===== config.mk =====
export PLATFORM = sky130hd
export DESIGN_NAME = psc_top
export DESIGN_NICKNAME = d
export VERILOG_FILES = /design/src/rtl/psc_pkg.sv /design/src/rtl/psc_bus_timer.sv /design/src/rtl/psc_ram_gate.sv /design/src/rtl/psc_top.sv
export SDC_FILE = /design/constraint.sdc
export NUM_CORES = 1
export LEC_CHECK = 0
export ABC_AREA = 1
export BUFFER_PORTS_ARGS = -buffer_cell sky130_fd_sc_hd__buf_4
export CORE_ASPECT_RATIO = 0.9
export CORE_MARGIN = 4
export CORE_UTILIZATION = 40
export CTS_BUF_LIST = sky130_fd_sc_hd__clkbuf_8
export DETAILED_ROUTE_END_ITERATION = 12
export PLACE_DENSITY = 0.79
export SLEW_MARGIN = 20
export SYNTH_ARGS = -nofsm -noshare
export SYNTH_HDL_FRONTEND = slang
export SYNTH_SLANG_ARGS = --single-unit

===== constraint.sdc =====
create_clock -name i_clk -period 2.7 [get_ports i_clk]
set_clock_uncertainty 0.05 [all_clocks]
set_input_delay 0.27 -clock i_clk [delete_from_list [all_inputs] [get_ports i_clk]]
set_output_delay 0.27 -clock i_clk [all_outputs]
set_load 0.05 [all_outputs]

===== src/rtl/psc_pkg.sv =====
package psc_pkg;
   typedef enum logic [5:0] {
      PSC_RESET = 6'b00_0001,
      PSC_RUN = 6'b00_0010,
      PSC_EXC = 6'b00_0100,
      PSC_SLEEP = 6'b00_1000,
      PSC_SWSTBY = 6'b01_0000,
      PSC_HWSTBY = 6'b10_0000
   } psc_state_t;
   typedef enum logic [1:0] {
      PSC_EXC_RESET = 2'h0,
      PSC_EXC_IRQ = 2'h1,
      PSC_EXC_TRAP = 2'h2
   } psc_exc_t;
   localparam logic [1:0] PSC_MODE_BAD = 2'h0;
   localparam logic [1:0] PSC_MODE_1 = 2'h1;
   localparam logic [1:0] PSC_MODE_2 = 2'h2;
   localparam logic [1:0] PSC_MODE_3 = 2'h3;
   localparam logic [1:0] PSC_ST_2 = 2'h2;
   localparam logic [1:0] PSC_ST_3 = 2'h3;
   localparam logic [7:0] PSC_RAM_OFF_DATA = 8'hFF;
   localparam int PSC_AREAS = 8;
   localparam logic [2:0] PSC_SEQ_RESET_LEN = 3'h2;
   localparam logic [2:0] PSC_SEQ_PUSH_LEN = 3'h4;
endpackage


===== src/rtl/psc_bus_timer.sv =====
`timescale 1ns/1ps
module psc_bus_timer
   import psc_pkg::*;
#(
   parameter int AREAS = PSC_AREAS
)
(
   // Clock and reset
   input wire logic i_clk,
   input wire logic i_reset,
   // Access request
   input wire logic i_start,
   input wire logic i_onchip_mem,
   input wire logic i_periph,
   input wire logic [2:0] i_area,
   input wire logic [AREAS-1:0] i_area_three,
   input wire logic [AREAS-1:0] i_area_wide,
   input wire logic i_periph_wide,
   // Cycle result
   output logic o_busy,
   output logic o_done,
   output logic o_wide
);
   logic [1:0] len;
   logic [1:0] cnt_reg, cnt_next;
   logic busy_reg, busy_next;
   logic done_reg, done_next;
   logic wide_reg, wide_next;
   always_comb
   begin
      // Memory two states, peripherals three, external per area
      if (i_onchip_mem)
         len = PSC_ST_2;
      else if (i_periph)
         len = PSC_ST_3;
      else
         len = i_area_three[i_area] ? PSC_ST_3 : PSC_ST_2;
      cnt_next = cnt_reg;
      busy_next = busy_reg;
      done_next = 1'b0;
      wide_next = wide_reg;
      if (busy_reg)
      begin
         cnt_next = cnt_reg - 2'h1;
         if (cnt_reg == 2'h1)
         begin
            busy_next = 1'b0;
            done_next = 1'b1;
         end
      end
      else if (i_start)
      begin
         busy_next = 1'b1;
         cnt_next = len;
         wide_next = i_onchip_mem | (i_periph ? i_periph_wide : i_area_wide[i_area]);
      end
   end
   always_ff @(posedge i_clk)
   begin
      if (i_reset)
      begin
         cnt_reg <= 2'h0;
         busy_reg <= 1'b0;
         done_reg <= 1'b0;
         wide_reg <= 1'b0;
      end
      else
      begin
         cnt_reg <= cnt_next;
         busy_reg <= busy_next;
         done_reg <= done_next;
         wide_reg <= wide_next;
      end
   end
   assign o_busy = busy_reg;
   assign o_done = done_reg;
   assign o_wide = wide_reg;
   mem_len_a: assert property (@(posedge i_clk) disable iff (i_reset)
      !busy_reg && i_start && i_onchip_mem |=> busy_reg [*2] ##1 done_reg)
      else $error("on-chip access not two states");
   per_len_a: assert property (@(posedge i_clk) disable iff (i_reset)
      !busy_reg && i_start && !i_onchip_mem && i_periph |=> busy_reg [*3] ##1 done_reg)
      else $error("peripheral access not three states");
endmodule


===== src/rtl/psc_ram_gate.sv =====
`timescale 1ns/1ps
module psc_ram_gate
   import psc_pkg::*;
(
   // Clock and reset
   input wire logic i_clk,
   input wire logic i_reset,
   // Access
   input wire logic [1:0] i_mode,
   input wire logic i_ram_enable,
   input wire logic i_ram_range,
   input wire logic i_write,
   input wire logic [7:0] i_ram_rdata,
   // Decode
   output logic o_to_external,
   output logic o_ram_write,
   output logic [7:0] o_rdata
);
   logic ext_next, ext_reg, wr_next, wr_reg;
   logic [7:0] rd_next, rd_reg;
   always_comb
   begin
      ext_next = 1'b0;
      wr_next = i_ram_range & i_write;
      rd_next = i_ram_rdata;
      if (i_ram_range && !i_ram_enable)
      begin
         if (i_mode == PSC_MODE_1)
         begin
            ext_next = 1'b1;
            wr_next = 1'b0;
         end
         else
         begin
            wr_next = 1'b0;
            rd_next = PSC_RAM_OFF_DATA;
         end
      end
   end
   always_ff @(posedge i_clk)
   begin
      if (i_reset)
      begin
         ext_reg <= 1'b0;
         wr_reg <= 1'b0;
         rd_reg <= 8'h00;
      end
      else
      begin
         ext_reg <= ext_next;
         wr_reg <= wr_next;
         rd_reg <= rd_next;
      end
   end
   assign o_to_external = ext_reg;
   assign o_ram_write = wr_reg;
   assign o_rdata = rd_reg;
   ram_off_a: assert property (@(posedge i_clk) disable iff (i_reset)
      i_ram_range && !i_ram_enable && i_mode != PSC_MODE_1 |=> o_rdata == PSC_RAM_OFF_DATA && !o_ram_write)
      else $error("disabled RAM not blocked");
endmodule


===== src/rtl/psc_top.sv =====
`timescale 1ns/1ps
module psc_top
   import psc_pkg::*;
#(
   parameter int AREAS = PSC_AREAS
)
(
   // Clock and reset
   input wire logic i_clk,
   input wire logic i_reset,
   // Reset sources and standby pin
   input wire logic i_reset_input_low,
   input wire logic i_watchdog_overflow,
   input wire logic i_hw_standby_pin_low,
   // Mode pins
   input wire logic i_mode_pin_high,
   input wire logic i_mode_pin_low,
   // Control bits of the system control register
   input wire logic i_standby_select_bit,
   input wire logic i_user_flag_enable,
   input wire logic i_onchip_ram_enable,
   // Instruction stream
   input wire logic i_instr_end,
   input wire logic i_instr_flags_op,
   input wire logic i_trap_instruction,
   input wire logic i_sleep_instr,
   input wire logic i_wake,
   // Interrupt controller
   input wire logic i_irq_pending,
   input wire logic i_irq_nmi,
   // Bus controller
   input wire logic i_bus_start,
   input wire logic i_bus_onchip_mem,
   input wire logic i_bus_periph,
   input wire logic i_bus_periph_wide,
   input wire logic [2:0] i_bus_area,
   input wire logic [AREAS-1:0] i_area_three,
   input wire logic [AREAS-1:0] i_area_wide,
   input wire logic i_bus_release_req,
   // RAM access
   input wire logic i_ram_range,
   input wire logic i_ram_write,
   input wire logic [7:0] i_ram_rdata,
   // Processing state
   output psc_state_t o_state,
   output logic o_bus_released,
   output logic o_exc_active,
   output psc_exc_t o_exc_kind,
   output logic o_push_ctx,
   output logic o_vector_fetch,
   output logic o_irq_accept,
   // Condition flags
   output logic o_mask_flag,
   output logic o_second_mask_flag,
   // Clock and module control
   output logic o_clock_halt,
   output logic o_modules_reset,
   output logic o_cpu_halt,
   // Mode decode
   output logic [1:0] o_mode,
   output logic o_wide_space,
   output logic o_initial_bus_8bit,
   // Bus timing and RAM gate
   output logic o_bus_busy,
   output logic o_bus_done,
   output logic o_bus_wide,
   output logic o_ram_to_external,
   output logic o_ram_write,
   output logic [7:0] o_ram_rdata
);
   psc_state_t state_reg, state_next;
   psc_exc_t kind_reg, kind_next;
   logic [2:0] seq_reg, seq_next;
   logic mask_reg, mask_next;
   logic umask_reg, umask_next;
   logic noirq_reg, noirq_next;
   logic push_reg, push_next;
   logic vec_reg, vec_next;
   logic acc_reg, acc_next;
   logic rel_reg, rel_next;
   logic [1:0] mode_reg, mode_next;
   logic exc_reg, exc_next;
   logic halt_reg, halt_next;
   logic cpuh_reg, cpuh_next;
   logic wsp_reg, wsp_next;
   logic b8_reg, b8_next;
   logic in_reset;
   logic irq_ok;
   logic seq_last;

   // Reset pin and watchdog share one path
   assign in_reset = !i_reset_input_low || i_watchdog_overflow;
   // Detection point is instruction end or exception end, never after flag ops
   assign seq_last = (state_reg == PSC_EXC) && (seq_reg == 3'h1);
   assign irq_ok = i_irq_pending && (i_irq_nmi || !mask_reg) && !noirq_reg
      && ((i_instr_end && !i_instr_flags_op && state_reg == PSC_RUN) || seq_last);

   always_comb
   begin
      state_next = state_reg;
      kind_next = kind_reg;
      seq_next = seq_reg;
      mask_next = mask_reg;
      umask_next = umask_reg;
      noirq_next = noirq_reg;
      push_next = 1'b0;
      vec_next = 1'b0;
      acc_next = 1'b0;
      rel_next = rel_reg;
      // Mode pins sampled every cycle in reset; outside keeps them steady
      mode_next = mode_reg;
      if (in_reset)
      begin
         state_next = PSC_RESET;
         mask_next = 1'b1;
         noirq_next = 1'b1;
         rel_next = 1'b0;
         mode_next = {i_mode_pin_high, i_mode_pin_low};
      end
      else if (!i_hw_standby_pin_low)
      begin
         state_next = PSC_HWSTBY;
         rel_next = 1'b0;
      end
      else
      begin
         case (state_reg)
            PSC_RESET:
            begin
               // Reset sequence on the synchronous rising edge
               state_next = PSC_EXC;
               kind_next = PSC_EXC_RESET;
               seq_next = PSC_SEQ_RESET_LEN;
            end
            PSC_RUN:
            begin
               rel_next = i_bus_release_req;
               if (i_instr_end)
                  noirq_next = 1'b0;
               if (!rel_reg)
               begin
                  if (irq_ok)
                  begin
                     // Interrupt beats a trap in the same cycle
                     state_next = PSC_EXC;
                     kind_next = PSC_EXC_IRQ;
                     seq_next = PSC_SEQ_PUSH_LEN;
                     acc_next = 1'b1;
                  end
                  else if (i_trap_instruction)
                  begin
                     state_next = PSC_EXC;
                     kind_next = PSC_EXC_TRAP;
                     seq_next = PSC_SEQ_PUSH_LEN;
                  end
                  else if (i_sleep_instr)
                     state_next = i_standby_select_bit ? PSC_SWSTBY : PSC_SLEEP;
               end
            end
            PSC_EXC:
            begin
               seq_next = seq_reg - 3'h1;
               // Push first, then flag update, then vector fetch
               if (kind_reg != PSC_EXC_RESET && seq_reg == PSC_SEQ_PUSH_LEN)
                  push_next = 1'b1;
               if (kind_reg != PSC_EXC_RESET && seq_reg == PSC_SEQ_PUSH_LEN - 3'h1)
               begin
                  mask_next = 1'b1;
                  if (!i_user_flag_enable)
                     umask_next = 1'b1;
               end
               if (seq_reg == 3'h2)
                  vec_next = 1'b1;
               if (seq_last)
               begin
                  if (irq_ok)
                  begin
                     kind_next = PSC_EXC_IRQ;
                     seq_next = PSC_SEQ_PUSH_LEN;
                     acc_next = 1'b1;
                  end
                  else
                     state_next = PSC_RUN;
               end
            end
            PSC_SLEEP:
               if (i_wake)
                  state_next = PSC_RUN;
            PSC_SWSTBY:
               // Software standby keeps registers; modules held in reset
               if (i_wake)
                  state_next = PSC_RUN;
            PSC_HWSTBY:
               state_next = PSC_RESET;
            default:
               state_next = PSC_RESET;
         endcase
      end
   end

   // Decodes registered so no output pin shows decode glitches
   always_comb
   begin
      exc_next = (state_next == PSC_EXC);
      halt_next = (state_next == PSC_SWSTBY) || (state_next == PSC_HWSTBY);
      cpuh_next = halt_next || (state_next == PSC_SLEEP) || (state_next == PSC_RESET);
      wsp_next = (mode_next != PSC_MODE_2);
      b8_next = (mode_next == PSC_MODE_1);
   end

   always_ff @(posedge i_clk)
   begin
      if (i_reset)
      begin
         state_reg <= PSC_RESET;
         kind_reg <= PSC_EXC_RESET;
         seq_reg <= 3'h0;
         mask_reg <= 1'b1;
         umask_reg <= 1'b0;
         noirq_reg <= 1'b1;
         push_reg <= 1'b0;
         vec_reg <= 1'b0;
         acc_reg <= 1'b0;
         rel_reg <= 1'b0;
         mode_reg <= PSC_MODE_BAD;
         exc_reg <= 1'b0;
         halt_reg <= 1'b0;
         cpuh_reg <= 1'b1;
         wsp_reg <= 1'b1;
         b8_reg <= 1'b0;
      end
      else
      begin
         state_reg <= state_next;
         kind_reg <= kind_next;
         seq_reg <= seq_next;
         mask_reg <= mask_next;
         umask_reg <= umask_next;
         noirq_reg <= noirq_next;
         push_reg <= push_next;
         vec_reg <= vec_next;
         acc_reg <= acc_next;
         rel_reg <= rel_next;
         mode_reg <= mode_next;
         exc_reg <= exc_next;
         halt_reg <= halt_next;
         cpuh_reg <= cpuh_next;
         wsp_reg <= wsp_next;
         b8_reg <= b8_next;
      end
   end

   assign o_state = state_reg;
   assign o_bus_released = rel_reg;
   assign o_exc_active = exc_reg;
   assign o_exc_kind = kind_reg;
   assign o_push_ctx = push_reg;
   assign o_vector_fetch = vec_reg;
   assign o_irq_accept = acc_reg;
   assign o_mask_flag = mask_reg;
   assign o_second_mask_flag = umask_reg;
   assign o_clock_halt = halt_reg;
   assign o_modules_reset = halt_reg;
   assign o_cpu_halt = cpuh_reg;
   assign o_mode = mode_reg;
   assign o_wide_space = wsp_reg;
   assign o_initial_bus_8bit = b8_reg;

   psc_bus_timer #(
      .AREAS(AREAS)
   ) u_timer (
      .i_clk(i_clk),
      .i_reset(i_reset),
      .i_start(i_bus_start),
      .i_onchip_mem(i_bus_onchip_mem),
      .i_periph(i_bus_periph),
      .i_area(i_bus_area),
      .i_area_three(i_area_three),
      .i_area_wide(i_area_wide),
      .i_periph_wide(i_bus_periph_wide),
      .o_busy(o_bus_busy),
      .o_done(o_bus_done),
      .o_wide(o_bus_wide)
   );

   psc_ram_gate u_ram (
      .i_clk(i_clk),
      .i_reset(i_reset),
      .i_mode(mode_reg),
      .i_ram_enable(i_onchip_ram_enable),
      .i_ram_range(i_ram_range),
      .i_write(i_ram_write),
      .i_ram_rdata(i_ram_rdata),
      .o_to_external(o_ram_to_external),
      .o_ram_write(o_ram_write),
      .o_rdata(o_ram_rdata)
   );

   reset_enter_a: assert property (@(posedge i_clk) disable iff (i_reset)
      !i_reset_input_low |=> state_reg == PSC_RESET && mask_reg)
      else $error("reset input low did not reset");
   wdog_reset_a: assert property (@(posedge i_clk) disable iff (i_reset)
      i_watchdog_overflow |=> state_reg == PSC_RESET)
      else $error("watchdog overflow did not reset");
   reset_seq_a: assert property (@(posedge i_clk) disable iff (i_reset)
      state_reg == PSC_RESET && !in_reset && i_hw_standby_pin_low
      |=> state_reg == PSC_EXC && kind_reg == PSC_EXC_RESET)
      else $error("reset sequence did not start");
   no_irq_reset_a: assert property (@(posedge i_clk) disable iff (i_reset)
      state_reg == PSC_EXC && kind_reg == PSC_EXC_RESET |-> !acc_next)
      else $error("interrupt taken in reset sequence");
   irq_prio_a: assert property (@(posedge i_clk) disable iff (i_reset)
      state_reg == PSC_RUN && irq_ok && i_trap_instruction && !in_reset && i_hw_standby_pin_low && !rel_reg
      |=> kind_reg == PSC_EXC_IRQ)
      else $error("trap beat interrupt");
   flag_op_a: assert property (@(posedge i_clk) disable iff (i_reset)
      state_reg == PSC_RUN && i_instr_flags_op && !i_trap_instruction |=> !acc_reg)
      else $error("interrupt after flag op");
   mask_set_a: assert property (@(posedge i_clk) disable iff (i_reset)
      o_push_ctx && !in_reset && i_hw_standby_pin_low && !i_user_flag_enable
      |=> mask_reg && umask_reg)
      else $error("masks not set after push");
   sleep_a: assert property (@(posedge i_clk) disable iff (i_reset)
      state_reg == PSC_RUN && i_sleep_instr && !i_trap_instruction && !irq_ok && !rel_reg
      && !in_reset && i_hw_standby_pin_low
      |=> state_reg == (i_standby_select_bit ? PSC_SWSTBY : PSC_SLEEP))
      else $error("sleep entry wrong");
   hw_hw_standby_pin_low_a: assert property (@(posedge i_clk) disable iff (i_reset)
      !in_reset && !i_hw_standby_pin_low |=> state_reg == PSC_HWSTBY && o_clock_halt && o_modules_reset)
      else $error("hardware standby not entered");
endmodule


==> out/summary.md <==
The flow ran to the end, and the final reports show no timing, DRC or antenna violations. Setup violations remaining at the end of the flow were counted as 0. After filler insertion, the fill cell instance count of the layout stands at 466. The average via count per standard cell came out at 4.75.

The share of post-route cells with drive strength above 1 was 0.331. Simple-gate portion of the synthesized area: 0.353. The tools report the number of global-route vias before repair as 1867. The number of distinct library cells after synthesis is 36, and the half-perimeter wire length after placement is 3840 um. The critical path startpoint is seq_reg[1]. Summing all flip-flop and latch instances after layout gives 781 um^2.

After synthesis, the cell types taking the most area are dfxtp_1, nand2_1, inv_1. The fraction of synthesized cell area taken by the top area cell type is 0.392, and the final setup TNS is 0 ns. Derived from the worst setup path, the maximum achievable clock frequency is 587 MHz. For the worst-skew pair, the clock arrives at the later sink with an insertion delay of 0.29 ns.

TritonCTS built the clock tree. The library cell used most frequently in the layout, excluding fill and tap cells, is buf_4. The total count of hold-check failures in the final report is 0, and the number of flip-flops under the largest register name is 8. In this run the critical register-to-register path is launched from seq_reg[1]. The post-synthesis compound-gate area fraction was 0.110; the die area was 0.00617 mm^2. The leakage power was 1.34 nW. The post-synthesis sequential element count is 39, and the total nets after synthesis is 327. Entering global routing, the biggest net connects 28 pins. Synthesis produced 270 cells. The congestion estimate from routability-driven global placement came to 0.813. The largest stage delay on the critical path is 0.34 ns.

The root buffer selected by CTS is clkbuf_8. Max capacitance violation total: 0. The cell type contributing the most total cell area after synthesis was dfxtp_1. The cell area that synthesis handed to floorplanning was 0.00199 mm^2. In the layout the commonest cells are buf_4, nand2_1, dfxtp_1.

The met1 routing resource usage after global routing was 0.182; the power density over the cells was 494 mW/mm^2. Signed area change from the synthesized netlist to the final layout: 39.6%. The average wire per cell in the routed design was 11.1 um. The met3 capacity usage during global routing is 0.0467, and the post-synthesis mux area share is 0.00503. Required time reported for the critical path endpoint: 2.83 ns.

Clock tree synthesis inserted a total of 5 buffers. The total number of vias was 2000. The number of buffers added on ports was 84. The first routing iteration left 58 violations. The worst setup path is captured at a flip-flop. Measured along the x axis, the die boundary spans 82.4 um. By startpoint and endpoint, the worst setup path is classified as reg -> reg. The routing usage on met2 is 0.267, and the H-tree level count is 2. In this run the most used layer during global routing was met2.

Along the worst path, the maximum fanout reaches 6. After synthesis, the largest family of logic cells by area is simple AND/OR/NAND/NOR gates. Startpoint type of the worst setup path: a flip-flop. The post-synthesis adder-cell area fraction was 0.0377; the count of warnings emitted by yosys was 0. In this run, post-CTS repair resized a total of 0 instances. The logs give 0 for the hold buffer count at CTS and 1.83 ns for the signal arrival time at the worst endpoint. The post-route minimum period works out to 1.70 ns. The I/O pin count is 86.

For the maximum clock path buffer count, the log shows 2. For the max-slew violation count, the log shows 0. The number of clock sinks was 39; the xor-xnor portion of the synthesized cell area was 0.00440. The first global-routing pass estimated 7510 um of wire.

Number of remaining DRC errors: 0. The number of post-CTS setup repair buffers is 0. Path class of the lowest-slack min-delay path: in -> reg. The critical path goes through inv_1 -> ha_1 -> nand2_1 -> nor2_1 -> nand2_2 -> nand4_4 -> nand2_4 -> nand2_1 -> nand2_1 -> nand2_2 -> nand2_1 -> nor2_1 -> nand2_1. After global routing the overflow that remains totals 0. The worst hold slack after final layout was 0.0958 ns; the floorplan die height was 74.9 um.

Summed over all layers, the routed wires come to 4690 um. The dominant cell type by count on the critical path was nand2_1. The logs give 0 for the count of antenna-violating nets left after detailed routing and 0 for the final antenna diode count. IR analysis of the VDD net gives a maximum drop of 0.329 mV.

The slowest stage of the critical path is the dfxtp_1 cell. The startpoint identified for the worst hold timing path is i_onchip_ram_enable. The floorplan step defined a core boundary enclosing 0.00483 mm^2. The number of rows created at floorplan was 24. The total track usage was 0.154; the area of the multi-input gates was 0.00102 mm^2. The number of nets in the layout is 412, and the synthesized area per cell is 7.37 um^2. Setup repair after global routing left no endpoint under its margin. The initial standard-cell utilization of the core is 0.412, and the clock-pin slew reported for the worst setup and hold paths after clock tree synthesis is 0.07 ns. The sequential-to-total area share from yosys stat is 0.392, and the number of iterations in the first detailed-routing pass is 4. Post-route clock period utilization: 0.630. The tools report the initial antenna violation count as 0.
## final timing paths
path / end / slack, ns / depth (start not counted)
setup / recovery: o_cpu_halt / 1.0 / 13
hold reg to reg: u_timer.cnt_reg[1] / 0.42 / 2
setup reg to reg: o_cpu_halt / 1.0 / 13
hold / removal: u_ram.o_to_external / 0.1 / 2
## critical path: cells and delay by family (launching register included)
family	cells	cell delay [ns]
simple gates	11	0.94
flops	1	0.34
fa+ha+maj	1	0.17
buf+inv	1	0.11
## synthesized netlist by cell type, drive strengths merged
library cell	n
a21boi	1
inv	38
nor3b	1
clkbuf	3
a21oi	19
clkinv	1
ha	6
nor4	2
xnor2	1
nor2	45
o211ai	2
nand2	59
mux2i	1
conb	1
nor3	5
a31oi	2
buf	3
dfxtp	39
and3	1
nand4	4
o21ai	17
nand3	19
## layer usage
metal  routed length [um]  up-vias
met3                  465        7
met4                   61        0
met2                 2220       86
li1                     -     1030
met5                    0        -
met1                 1950      877
## report_power, final
part	internal (mW)	total, mW	switching, mW
clock	0.299	0.494	0.196
sequential	0.599	0.611	0.0126
combinational	0.106	0.266	0.160
## cell families after synthesis
logic type,after synthesis
other,1
adder cells (fa/ha/maj),6
XOR/XNOR,1
flip-flops,39
AO/OA/AOI/OAI,41
AND/OR/NAND/NOR,136
buffers and inverters,45
multiplexers,1
## metrics by stage
| step | cell area, um^2 | utilization | setup WS, ns | power (mW) | cells |
|---|---|---|---|---|---|
| global placement | 2660 | 0.550 | 1.07 | 0.888 | 413 |
| CTS | 2780 | 0.575 | 0.984 | 1.39 | 421 |
| finish | 2780 | 0.575 | 0.998 | 1.37 | 421 |
| detailed placement | 2660 | 0.550 | 0.995 | 0.892 | 413 |
| floorplan | 1990 | - | 0.866 | 0.786 | 270 |
| global route | 2780 | 0.575 | 0.799 | 1.43 | 421 |
## final cells by class
class | instances | share of cell area
inverter | 39 | 0.0536
clock inverter | 2 | 0.0126
multi-input combinational | 186 | 0.367
tap | 65 | 0.0293
sequential | 39 | 0.281
timing repair buffer | 84 | 0.227
clock buffer | 6 | 0.0297
Power figures use the tool's default switching activity.
